[config.mk]
export PLATFORM = sky130hd
export DESIGN_NAME = mbdw_writer
export DESIGN_NICKNAME = d
export VERILOG_FILES = /design/src/mbdw_pkg.sv /design/src/mbdw_writer.sv
export VERILOG_INCLUDE_DIRS = /design/src
export SDC_FILE = /design/constraint.sdc
export NUM_CORES = 1
export LEC_CHECK = 0
export ABC_CLOCK_PERIOD_IN_PS = 4800
export BUFFER_PORTS_ARGS = -buffer_cell sky130_fd_sc_hd__buf_2
export CORE_MARGIN = 2
export CORE_UTILIZATION = 40
export CTS_CLUSTER_DIAMETER = 150
export DETAILED_ROUTE_END_ITERATION = 6
export PLACE_DENSITY = 0.69
export SLEW_MARGIN = 5
export SYNTH_ARGS = -nofsm -noshare
export SYNTH_HDL_FRONTEND = slang
export SYNTH_SLANG_ARGS = --single-unit
[constraint.sdc]
create_clock -name clk_i -period 4.8 [get_ports clk_i]
set_input_delay 0.72 -clock clk_i [delete_from_list [all_inputs] [get_ports clk_i]]
set_output_delay 0.72 -clock clk_i [all_outputs]
set_load 0.01 [all_outputs]
[src/mbdw_defines.svh]
// Purpose: constants of the double-word parameter write interpreter
// Assumes: parameter address is group * 100 + index
// Notes: definitions only
`ifndef MBDW_DEFINES_SVH
`define MBDW_DEFINES_SVH

// ****************************************************************
// frame layout
// ****************************************************************
`define MBDW_FC_WRITE_WORD 8'h06
`define MBDW_FC_WRITE_DWORD 8'h10
`define MBDW_LEN_WORD 4'h8
`define MBDW_LEN_DWORD 4'hd
`define MBDW_REG_COUNT 16'h0002
`define MBDW_BYTE_COUNT 8'h04
`define MBDW_REPLY_HDR 3'h6
`define MBDW_CRC_INIT 16'hffff
`define MBDW_CRC_POLY 16'ha001

// ****************************************************************
// parameter addresses (group * stride + index)
// ****************************************************************
`define MBDW_GROUP_STRIDE 100
`define MBDW_GROUP_MOTOR 0
`define MBDW_ADDR_FIRST 16'h0001
`define MBDW_NUM_PARAMS 6

// ****************************************************************
// reset values and upper limits
// ****************************************************************
`define MBDW_RST_RATED_CURRENT 16'h003c
`define MBDW_RST_RATED_SPEED 16'h0bb8
`define MBDW_RST_MAX_SPEED 16'h0bb8
`define MBDW_RST_DIRECTION 16'h0001
`define MBDW_RST_POLE_PAIRS 16'h0004
`define MBDW_RST_MOTOR_TYPE 16'h0000
`define MBDW_MAX_WORD 16'h7fff
`define MBDW_MAX_DIRECTION 16'h0001

`endif

[src/mbdw_pkg.sv]
// Purpose: types of the double-word parameter write interpreter
// Assumes: constants come from mbdw_defines.svh
// Notes: no timing here
package mbdw_pkg;

	// byte stream carrier
	typedef struct packed
	{
		logic valid;
		logic [7:0] data;
	} mbdw_byte_s;

	// parameters as seen by the drive
	typedef struct packed
	{
		logic [15:0] motor_rated_current;
		logic [15:0] motor_rated_speed;
		logic [15:0] motor_max_speed;
		logic [15:0] rotation_direction_select;
		logic [15:0] motor_pole_pairs;
		logic [15:0] motor_type_select;
	} mbdw_params_s;

	// when a parameter may be written
	typedef enum logic [1:0]
	{
		MBDW_SET_STOP = 2'h0,
		MBDW_SET_ZERO = 2'h1,
		MBDW_SET_ANY = 2'h2
	} mbdw_set_e;

	// when a new value is used
	typedef enum logic
	{
		MBDW_EFF_NOW = 1'h0,
		MBDW_EFF_RESET = 1'h1
	} mbdw_eff_e;

	// interpreter states, one-hot
	typedef enum logic [2:0]
	{
		MBDW_ST_RX = 3'h1,
		MBDW_ST_EXEC = 3'h2,
		MBDW_ST_TX = 3'h4
	} mbdw_state_e;

endpackage

[src/mbdw_writer.sv]
// Purpose: slave-side interpreter for single and double word writes
// Assumes: bytes arrive framed; frame_end_i marks the end of a frame
// Notes: refused or corrupt frames get no reply
`include "mbdw_defines.svh"
`timescale 1ns/10ps
`default_nettype none

// Overview of operation
// - parameter group xx index yy sits at address xx*100+yy.
// - double write uses count 2, byte count 4, words high byte first.
// - frames end in CRC16, low byte first.
// - success reply: address, 0x10, start, count, new CRC, no data.
// - word order of the two data words follows a setting.
// - stop-to-set parameters are writable only while drive disabled.
// - zero-speed parameters are writable only at zero speed.
// - immediate parameters take effect as soon as written.
// - reset-effective parameters are used only after drive reset.
// - anytime parameters are writable at any time after power-on.
// - rated current 0..32767 tenths, default 60, password, stop-to-set.
// - rated and max speed 1..32767, default 3000, stop-to-set.
// - direction 0 or 1, default 1; 1 is counterclockwise.
// - direction change blocks running until encoder relearned.
// - pole pairs 1..32767, default 4, stop-to-set.
// - single word write 0x06 echoes the request unchanged.
module mbdw_writer
#(
	parameter int NUM_PARAMS = `MBDW_NUM_PARAMS
)
(
	input wire logic clk_i,
	input wire logic rst_b_i,
	input wire mbdw_pkg::mbdw_byte_s rx_i,
	input wire logic frame_end_i,
	input wire logic [7:0] slave_addr_i,
	input wire logic word_order_select_i,
	input wire logic drive_enabled_i,
	input wire logic zero_speed_i,
	input wire logic password_ok_i,
	input wire logic drive_reset_i,
	input wire logic encoder_learned_i,
	input wire logic tx_ready_i,
	output mbdw_pkg::mbdw_byte_s tx_o,
	output mbdw_pkg::mbdw_params_s params_o,
	output logic run_inhibit_o
);

	// ************************************************************
	// functions
	// ************************************************************

	// one byte of the reflected crc16
	function automatic logic [15:0] crc_step(input logic [15:0] c,
		input logic [7:0] d);
		logic [15:0] r;
		r = c ^ {8'h00, d};
		for (int i = 0; i < 8; i++)
		begin
			r = r[0] ? ((r >> 1) ^ `MBDW_CRC_POLY) : (r >> 1);
		end
		return r;
	endfunction

	// write window of each parameter
	function automatic mbdw_pkg::mbdw_set_e set_class(input logic [2:0] i);
		set_class = mbdw_pkg::MBDW_SET_STOP;
	endfunction

	// effect moment of each parameter
	function automatic mbdw_pkg::mbdw_eff_e eff_class(input logic [2:0] i);
		eff_class = mbdw_pkg::MBDW_EFF_NOW;
	endfunction

	// legal value range of each parameter
	function automatic logic in_range(input logic [2:0] i,
		input logic [31:0] v);
		logic [15:0] lo;
		logic [15:0] hi;
		lo = 16'h0000;
		hi = `MBDW_MAX_WORD;
		case (i)
			3'h1, 3'h2, 3'h4: lo = 16'h0001;
			3'h3: hi = `MBDW_MAX_DIRECTION;
			default: lo = 16'h0000;
		endcase
		in_range = (v[31:16] == 16'h0000) && (v[15:0] >= lo)
			&& (v[15:0] <= hi);
	endfunction

	// ************************************************************
	// receive side
	// ************************************************************

	mbdw_pkg::mbdw_state_e state;
	mbdw_pkg::mbdw_state_e next_state;
	logic [7:0] rx_buf [13];
	logic [3:0] rx_cnt;
	logic rx_over;
	logic [15:0] rx_crc;
	logic [15:0] bank [NUM_PARAMS];
	logic [15:0] active [NUM_PARAMS];
	logic [2:0] tx_idx;
	logic [15:0] tx_crc;

	wire rx_take = rx_i.valid && (state == mbdw_pkg::MBDW_ST_RX);
	wire rx_full = (rx_cnt == `MBDW_LEN_DWORD);

	// bytes beyond the longest frame mark the frame as overrun
	always_ff @(posedge clk_i or negedge rst_b_i)
	begin
		if (!rst_b_i)
		begin
			rx_cnt <= 4'h0;
			rx_over <= 1'b0;
			rx_crc <= `MBDW_CRC_INIT;
		end
		else if (state != mbdw_pkg::MBDW_ST_RX || frame_end_i)
		begin
			rx_cnt <= 4'h0;
			rx_over <= 1'b0;
			rx_crc <= `MBDW_CRC_INIT;
		end
		else if (rx_take)
		begin
			rx_over <= rx_over | rx_full;
			rx_cnt <= rx_full ? rx_cnt : rx_cnt + 4'h1;
			rx_crc <= crc_step(rx_crc, rx_i.data);
		end
	end

	// data storage needs no reset
	always_ff @(posedge clk_i)
	begin
		if (rx_take && !rx_full)
		begin
			rx_buf[rx_cnt] <= rx_i.data;
		end
	end

	// ************************************************************
	// frame decode
	// ************************************************************

	// length and crc are latched at frame end, checked in exec
	logic [3:0] fr_len;
	logic fr_crc_ok;
	always_ff @(posedge clk_i or negedge rst_b_i)
	begin
		if (!rst_b_i)
		begin
			fr_len <= 4'h0;
			fr_crc_ok <= 1'b0;
		end
		else if (rx_take || frame_end_i)
		begin
			fr_len <= rx_over ? 4'h0 : rx_cnt + {3'h0, rx_take};
			fr_crc_ok <= (rx_take ? crc_step(rx_crc, rx_i.data) : rx_crc)
				== 16'h0000;
		end
	end

	wire [15:0] reg_addr = {rx_buf[2], rx_buf[3]};
	wire [15:0] reg_cnt = {rx_buf[4], rx_buf[5]};
	wire [15:0] base_addr = 16'(`MBDW_GROUP_MOTOR * `MBDW_GROUP_STRIDE);
	wire [15:0] rel_addr = reg_addr - base_addr - `MBDW_ADDR_FIRST;
	wire addr_hit = (reg_addr >= base_addr + `MBDW_ADDR_FIRST)
		&& (rel_addr < 16'(NUM_PARAMS));
	wire [2:0] widx = rel_addr[2:0];
	wire is_word = (fr_len == `MBDW_LEN_WORD)
		&& (rx_buf[1] == `MBDW_FC_WRITE_WORD);
	wire is_dword = (fr_len == `MBDW_LEN_DWORD)
		&& (rx_buf[1] == `MBDW_FC_WRITE_DWORD)
		&& (reg_cnt == `MBDW_REG_COUNT)
		&& (rx_buf[6] == `MBDW_BYTE_COUNT);
	// word order: 0 takes the first word as high, 1 as low
	wire [31:0] dw_val = word_order_select_i
		? {rx_buf[9], rx_buf[10], rx_buf[7], rx_buf[8]}
		: {rx_buf[7], rx_buf[8], rx_buf[9], rx_buf[10]};
	wire [31:0] wr_val = is_dword ? dw_val
		: {16'h0000, rx_buf[4], rx_buf[5]};
	wire mbdw_pkg::mbdw_set_e wcls = set_class(widx);
	wire set_ok = (wcls == mbdw_pkg::MBDW_SET_ANY)
		|| (wcls == mbdw_pkg::MBDW_SET_ZERO && zero_speed_i)
		|| (wcls == mbdw_pkg::MBDW_SET_STOP && !drive_enabled_i);
	wire pw_ok = (widx != 3'h0) || password_ok_i;
	wire frame_ok = fr_crc_ok && (rx_buf[0] == slave_addr_i)
		&& (is_word || is_dword) && addr_hit
		&& set_ok && pw_ok && in_range(widx, wr_val);
	wire in_exec = (state == mbdw_pkg::MBDW_ST_EXEC);
	wire do_write = in_exec && frame_ok;

	// ************************************************************
	// state machine
	// ************************************************************

	wire tx_fire = tx_o.valid && tx_ready_i;
	always_comb
	begin
		next_state = state;
		case (state)
			mbdw_pkg::MBDW_ST_RX:
				if (frame_end_i)
					next_state = mbdw_pkg::MBDW_ST_EXEC;
			mbdw_pkg::MBDW_ST_EXEC:
				next_state = frame_ok ? mbdw_pkg::MBDW_ST_TX
					: mbdw_pkg::MBDW_ST_RX;
			mbdw_pkg::MBDW_ST_TX:
				if (tx_fire && tx_idx == 3'h7)
					next_state = mbdw_pkg::MBDW_ST_RX;
			default:
				next_state = mbdw_pkg::MBDW_ST_RX;
		endcase
	end

	always_ff @(posedge clk_i or negedge rst_b_i)
	begin
		if (!rst_b_i)
			state <= mbdw_pkg::MBDW_ST_RX;
		else
			state <= next_state;
	end

	// ************************************************************
	// parameter bank
	// ************************************************************

	localparam logic [15:0] RST_VAL [6] = '{`MBDW_RST_RATED_CURRENT,
		`MBDW_RST_RATED_SPEED, `MBDW_RST_MAX_SPEED, `MBDW_RST_DIRECTION,
		`MBDW_RST_POLE_PAIRS, `MBDW_RST_MOTOR_TYPE};

	// stored copy takes the write; the used copy waits for its moment
	for (genvar g = 0; g < NUM_PARAMS; g++)
	begin : g_param
		wire hit = do_write && (widx == 3'(g));
		wire use_now = (eff_class(3'(g)) == mbdw_pkg::MBDW_EFF_NOW);
		always_ff @(posedge clk_i or negedge rst_b_i)
		begin
			if (!rst_b_i)
			begin
				bank[g] <= RST_VAL[g];
				active[g] <= RST_VAL[g];
			end
			else
			begin
				if (hit)
					bank[g] <= wr_val[15:0];
				if (use_now && hit)
					active[g] <= wr_val[15:0];
				else if (drive_reset_i)
					active[g] <= bank[g];
			end
		end
	end

	// outputs register the used copy
	always_ff @(posedge clk_i or negedge rst_b_i)
	begin
		if (!rst_b_i)
			params_o <= '0;
		else
			params_o <= {active[0], active[1], active[2], active[3],
				active[4], active[5]};
	end

	// a new direction needs fresh encoder learning; set beats clear
	wire dir_change = do_write && (widx == 3'h3)
		&& (wr_val[15:0] != bank[3]);
	always_ff @(posedge clk_i or negedge rst_b_i)
	begin
		if (!rst_b_i)
			run_inhibit_o <= 1'b0;
		else if (dir_change)
			run_inhibit_o <= 1'b1;
		else if (encoder_learned_i)
			run_inhibit_o <= 1'b0;
	end

	// ************************************************************
	// reply
	// ************************************************************

	// both replies are the first six request bytes plus a new crc
	wire [15:0] tx_crc_next = (tx_idx < `MBDW_REPLY_HDR)
		? crc_step(tx_crc, tx_o.data) : tx_crc;
	wire [2:0] tx_idx_next = tx_idx + 3'h1;
	wire [7:0] tx_sel = (tx_idx_next < `MBDW_REPLY_HDR)
		? rx_buf[tx_idx_next]
		: (tx_idx_next == `MBDW_REPLY_HDR) ? tx_crc_next[7:0]
		: tx_crc_next[15:8];
	always_ff @(posedge clk_i or negedge rst_b_i)
	begin
		if (!rst_b_i)
		begin
			tx_o <= '0;
			tx_idx <= 3'h0;
			tx_crc <= `MBDW_CRC_INIT;
		end
		else if (do_write)
		begin
			tx_o <= '{valid: 1'b1, data: rx_buf[0]};
			tx_idx <= 3'h0;
			tx_crc <= `MBDW_CRC_INIT;
		end
		else if (tx_fire)
		begin
			tx_o <= '{valid: (tx_idx != 3'h7), data: tx_sel};
			tx_idx <= tx_idx_next;
			tx_crc <= tx_crc_next;
		end
	end
endmodule

`default_nettype wire

==> out/results.ini, run 1 <==
[sta]
clock.fmax_mhz = 223
timing.hold.ws_ps = 152
layout_min_cycle_time_ps = 4490
setup_viol_count_final = 0
slew_viol_final = 0
final.setup_skew_ps = 25.5
timing_worst_slew_pin_value_ps = 990
relSlewSlack = 0.339
rsz0062_at_grt = false
post-route-period-util = 0.936
finalHoldViolCount = 0
timing.setup.tns_ps = 0

[global_routing]
maximum_number_of_pins_on_one_net_before_global_route_repair = 101
grt_overflow_total = 0
wire_length_of_the_first_global_routing_pass_mm = 69.6
grt_use_total = 0.187
antenna_violations_before_repair = 0
first_global_vias = 12200

[cts]
clk_path_buf_depth = 3
clock_transition_at_the_registers_of_the_reported_paths_ps = 60
root_buffer = sky130_fd_sc_hd__clkbuf_16
cts_inserted_buffers = 45
post-cts-setup-buffer-count = 0
htree_num_levels = 2
tritoncts_num_sinks = 434
clk-insertion-delay-late_ps = 590
cts_tree = yes

[synthesis]
syn_area_per_cell_um2 = 13.7
ys_async_sr_fraction = 0.797
post_synthesis_instance_total = 1372
synth.lib_cells_used.distinct = 76
ys_seq_area_frac = 0.608
synth.net_count = 1426
synth.area.mux_share = 0.184
synth-adder-area-share = 0.0180
simple_gate_share_of_the_synthesized_area = 0.0837
combinational_family_with_the_most_area_after_synthesis = multiplexers
complex_gate_fraction_of_the_synthesized_area = 0.0511
synth_edf_count = 88
synth_flop_cell = sky130_fd_sc_hd__dfrtp_1
yosys_warnings = 0
syn-cell-area_mm2 = 0.0187
synthXorXnorAreaFrac = 0.0352
ys_seq_elements = 434

[setup_path]
cp_slowest_cell = sky130_fd_sc_hd__or4_4
timing.critical_path.cells = nor4_2 -> nand3_2 -> or4_4 -> buf_4 -> nor2_1 -> nor2_1 -> inv_2 -> ha_1 -> nand4_1 -> o21bai_1 -> a2111oi_1 -> o21ai_0 -> a32oi_4 -> buf_12 -> nand4_4 -> buf_12 -> mux2_1
worst_setup_path_startpoint = rx_buf[4][2]
crit_fanout = 31
cp_data_required_time_ps = 5260
r2r_start = rx_buf[4][2]
critical_path_source_type = flip-flop
worst_path_largest_cell_delay_ps = 630
crit_type = flip-flop to flip-flop
endpoint_kind = flip-flop
cp_data_arrival_time_ps = 4950

[finish]
highest_count_cells_in_the_layout_ignoring_fill_and_taps = sky130_fd_sc_hd__dfrtp_1, sky130_fd_sc_hd__mux2i_1, sky130_fd_sc_hd__buf_2
drive_above_1_share = 0.255
area.growth.synth_to_final_pct = 18.0
nNetsFinal = 1607
antenna-diode-count = 0
final_core_util = 0.477
layout_commonest_cell = sky130_fd_sc_hd__dfrtp_1

[power_and_ir_drop]
leakage_nw = 10.8
power.ir.vdd_worst_uv = 245
power.density_mw_per_mm2 = 367
post-layout-total-power_mw = 8.11

[place]
placement.io_buffers = 131
detailed_place_hpwl_mm = 30.0
finalWeightedCongestion = 0.873

[floorplanning]
ios = 133
rows = 79
dieHeight_um = 220
core_ar_mm2 = 0.0464
initial_core_util = 0.404
die_w_um = 220
die_area_mm2 = 0.0486

[routing]
detail_route.wirelength_mm = 44.1
vias = 11800
wl_per_cell_um = 20.1
drc = 0
postRouteAntennaNets = 0
dr.first_iter.drc_count = 832
drt_pre_antenna_iters = 5
vias_per_cell = 5.38

[hold_path]
hold_class = input pin to asynchronous set/reset pin

[status]
result_of_the_run = complete, no violations

[flow_run]
maxCapViolCount = 0

[cell usage after synthesis (20+ instances only)]
cell type                  count  area, um^2
sky130_fd_sc_hd__edfxtp_1     88        2640
sky130_fd_sc_hd__clkbuf_1     29         109
sky130_fd_sc_hd__dfrtp_1     273        6830
sky130_fd_sc_hd__ha_1         27         338
sky130_fd_sc_hd__dfstp_2      73        1920
sky130_fd_sc_hd__nand2_1      99         372
sky130_fd_sc_hd__buf_2        20         100
sky130_fd_sc_hd__mux2_1       70         788
sky130_fd_sc_hd__nand3_1      24         120
sky130_fd_sc_hd__a21oi_1      36         180
sky130_fd_sc_hd__xnor2_1      59         517
sky130_fd_sc_hd__inv_1        21        78.8
sky130_fd_sc_hd__mux2i_1     209        2090
sky130_fd_sc_hd__nor2_1       56         210
sky130_fd_sc_hd__o21ai_0      27         135
[kinds of logic after synthesis]
kind of cell / after synthesis
buffers and inverters: 90
flip-flops: 434
AO/OA/AOI/OAI: 137
adder cells (fa/ha/maj): 27
AND/OR/NAND/NOR: 295
XOR/XNOR: 72
multiplexers: 317
[sequential cells by signal, summed over array words and instances (netlist names), 3 cells and up]
register,cells
active,96
bank,96
fr_len,4
params_o,96
rx_buf,88
rx_cnt,4
rx_crc,16
state,3
tx_crc,16
tx_idx,3
tx_o,9
[critical path, delay by kind of cell (launching register included)]
kind,cells,cell delay [ps]
AND/OR/NAND/NOR,7,1600
AO/OA/AOI/OAI,4,1040
buffers and inverters,4,660
flip-flops,1,470
multiplexers,1,350
adder cells (fa/ha/maj),1,260
[power breakdown]
part,internal (mW),switching [mW]
combinational,0.198,0.327
clock,2.20,1.47
sequential,3.85,0.0595
[stage by stage]
stage / instances / setup slack [ps] / cell area [um^2]
after floorplan: 1372 / 25.0 / 18700
after global placement: 2113 / -23.7 / 20500
after detailed placement: 2113 / -60.4 / 20500
after CTS: 2196 / 0.649 / 22100
after global routing: 2196 / 8.93 / 22100
final: 2196 / 306 / 22100
[worst paths after layout]
| path | endpoint | slack, ps | depth (start not counted) |
|---|---|---|---|
| min in group clk_i | params_o[79] | 360 | 0 |
| max reg2reg | bank[94] | 310 | 17 |
| min reg2reg | params_o[79] | 360 | 0 |
| max | bank[94] | 310 | 17 |
| min | params_o[59] | 150 | 1 |
| max in group asynchronous | params_o[3] | 3520 | 2 |
[area by class of cell]
cell class / instances / area (um^2)
Clock buffer: 55 / 1220
Clock inverter: 28 / 367
Fill cell: 4044 / 24200
Inverter: 30 / 113
Multi-Input combinational cell: 848 / 6990
Sequential cell: 434 / 11400
Tap cell: 607 / 759
Timing Repair Buffer: 194 / 1270
[what timing repair did]
action / 4_1_cts / 5_1_grt
resized for setup: 1 / 4
setup endpoints to repair: 83 / 185
hold buffers: 0 / 0
pin swaps: 0 / 0
[metal layers]
| metal | GRT usage | part of all wire | vias up |
|---|---|---|---|
| met5 | 0 | 0 | - |
| met3 | 0.0385 | 0.066 | 80 |
| li1 | - | - | 5332 |
| met4 | 0.0539 | 0.025 | 0 |
| met2 | 0.298 | 0.47 | 376 |
| met1 | 0.258 | 0.44 | 6016 |
(Power assumes the default switching activity.)
==> run 2: changes to the inputs <==
--- a/config.mk
+++ b/config.mk
@@ -13,6 +13,7 @@
 export CTS_CLUSTER_DIAMETER = 150
 export DETAILED_ROUTE_END_ITERATION = 6
 export PLACE_DENSITY = 0.69
+export REMOVE_ABC_BUFFERS = 1
 export SLEW_MARGIN = 5
 export SYNTH_ARGS = -nofsm -noshare
 export SYNTH_HDL_FRONTEND = slang
==> run 2 against run 1 <==
  * Critical path depth did not move
  * Critical endpoint is now bank[90]
  * Critical path type unchanged
  * Clock-buffer cell count rose by 9
  * Die area did not move
  * Via count fell by 2.0%
  * Final cell count fell by 0.18%
  * Total power fell by 1.0%
  * Combinational power fell by 1%
  * Hold slack improved by 63 ps
  * Setup slack got worse by 13 ps
  * Highest routed layer unchanged
  * Non-clock buffer count fell by 7
  * First-iteration DRC count rose by 9.1%
  * Largest power group unchanged
==> out/results.ini, run 2 (synthesized netlist as in run 1, its figures left out) <==
[finish]
final_cell_area_mm2 = 0.0220
highest_count_cells_in_the_layout_ignoring_fill_and_taps = sky130_fd_sc_hd__dfrtp_1, sky130_fd_sc_hd__mux2i_1, sky130_fd_sc_hd__buf_2
nNetsFinal = 1601
layout_commonest_cell = sky130_fd_sc_hd__dfrtp_1
leading_registers_by_flop_count = active: 96 flops, bank: 96 flops, params_o: 96 flops
antenna-diode-count = 0
final_core_util = 0.474
area.growth.synth_to_final_pct = 17.4
drive_above_1_share = 0.248

[sta]
final.setup_skew_ps = 15.6
layout_min_cycle_time_ps = 4510
timing_worst_slew_pin_value_ps = 1130
finalHoldViolCount = 0
timing.setup.tns_ps = 0
post-route-period-util = 0.939
rsz0062_at_grt = false
clock.fmax_mhz = 222
relSlewSlack = 0.237
setup_viol_count_final = 0
slew_viol_final = 0

[floorplanning]
core_ar_mm2 = 0.0464
rows = 79
ios = 133
die_area_mm2 = 0.0486
die_w_um = 220
dieHeight_um = 220
initial_core_util = 0.404

[setup_path]
crit_type = flip-flop to flip-flop
cp_slowest_cell = sky130_fd_sc_hd__or4_1
cp_data_arrival_time_ps = 4960
worst_path_largest_cell_delay_ps = 620
crit_fanout = 29
timing.critical_path.cells = nor4_2 -> nand3_2 -> or4_1 -> buf_4 -> nor2_1 -> nor2_1 -> clkinv_1 -> ha_1 -> nand4_1 -> o21bai_1 -> a2111oi_0 -> o21ai_1 -> a32oi_4 -> buf_12 -> nand4_4 -> buf_12 -> mux2_1
cp_data_required_time_ps = 5260
endpoint_kind = flip-flop
critical_path_source_type = flip-flop

[global_routing]
maximum_number_of_pins_on_one_net_before_global_route_repair = 113
grt_use_total = 0.181
first_global_vias = 12000
antenna_violations_before_repair = 0
grt_overflow_total = 0
wire_length_of_the_first_global_routing_pass_mm = 68.0

[cts]
clk-insertion-delay-late_ps = 570
post-cts-setup-buffer-count = 0
cts_inserted_buffers = 46
htree_num_levels = 2
clock_transition_at_the_registers_of_the_reported_paths_ps = 60
tritoncts_num_sinks = 434
root_buffer = sky130_fd_sc_hd__clkbuf_16
clk_path_buf_depth = 3
cts_tree = yes

[routing]
dr.first_iter.drc_count = 908
routed.top_layer = met4
drt_pre_antenna_iters = 6
detail_route.wirelength_mm = 42.9
vias_per_cell = 5.28
met2_length_mm = 20.8
vias = 11600
routed_length_on_met3_mm = 2.16
wl_per_cell_um = 19.6
wl_met1_mm = 18.9
drc = 0
postRouteAntennaNets = 0

[power_and_ir_drop]
power.ir.vdd_worst_uv = 307
post-layout-total-power_mw = 8.03
leakage_nw = 10.8
power.density_mw_per_mm2 = 365

[place]
placedInstanceArea_mm2 = 0.0204
detailed_place_hpwl_mm = 29.6
placement.io_buffers = 131
finalWeightedCongestion = 0.927

[flow_run]
maxCapViolCount = 0

[status]
result_of_the_run = complete, no violations

[hold_path]
hold_class = input pin to asynchronous set/reset pin

==> run 2: changes by cell type in the layout (fill, tap and decap cells not counted), moves of 2 or more <==
cell and change:
sky130_fd_sc_hd__inv_6 +3, sky130_fd_sc_hd__clkinvlp_4 -6, sky130_fd_sc_hd__clkbuf_1 +8, sky130_fd_sc_hd__nor2_2 +2
sky130_fd_sc_hd__bufinv_16 -2, sky130_fd_sc_hd__nor2_1 -2, sky130_fd_sc_hd__buf_4 -7
==> run 2: layer usage <==
metal,GRT usage,vias to the layer above
met2,0.302,303
li1,-,5322
met1,0.242,5875
met3,0.0302,67
met5,0,-
met4,0.0539,0
==> run 2: area by class of cell <==
cell class	instances	area, um^2
Fill cell	4079	24400
Sequential cell	434	11400
Multi-Input combinational cell	848	6980
Clock buffer	64	1280
Timing Repair Buffer	187	1210
Tap cell	607	759
Clock inverter	22	259
Inverter	30	113
==> run 2: repair_timing <==
action | 4_1_cts | 5_1_grt
hold buffers | 0 | 0
gates resized for setup | 0 | 5
setup endpoints to repair | 0 | 139
==> run 2: critical path: cells and delay by family (launching register included) <==
family          cells  cell delay [ps]
compound gates      4              970
fa+ha+maj           1              240
buf+inv             4              700
flops               1              430
mux                 1              330
simple gates        7             1680
==> run 2: worst paths after layout <==
kind,start,end,slack [ps],depth (start not counted)
max in group asynchronous,rst_b_i,active[82],3510,2
worst min register to register,active[48],params_o[48],370,0
min in group clk_i,active[48],params_o[48],370,0
worst min-delay path,rst_b_i,params_o[85],210,1
worst max-delay path,rx_buf[4][7],bank[90],290,17
worst max register to register,rx_buf[4][7],bank[90],290,17
==> run 2: per-stage QoR <==
step	std cells	hold slack, ps	setup slack [ps]
detailed placement	2106	361	58.0
finish	2192	214	293
CTS	2192	235	103
global placement	2106	366	174
floorplan	1312	353	55.4
global route	2192	269	41.5
==> run 2: power by group <==
part / switching, mW / leakage [nW] / internal (mW) / total [mW]
clock network: 1.46 / 0.750 / 2.14 / 3.60
logic: 0.323 / 4.68 / 0.197 / 0.520
registers: 0.0582 / 5.33 / 3.85 / 3.91
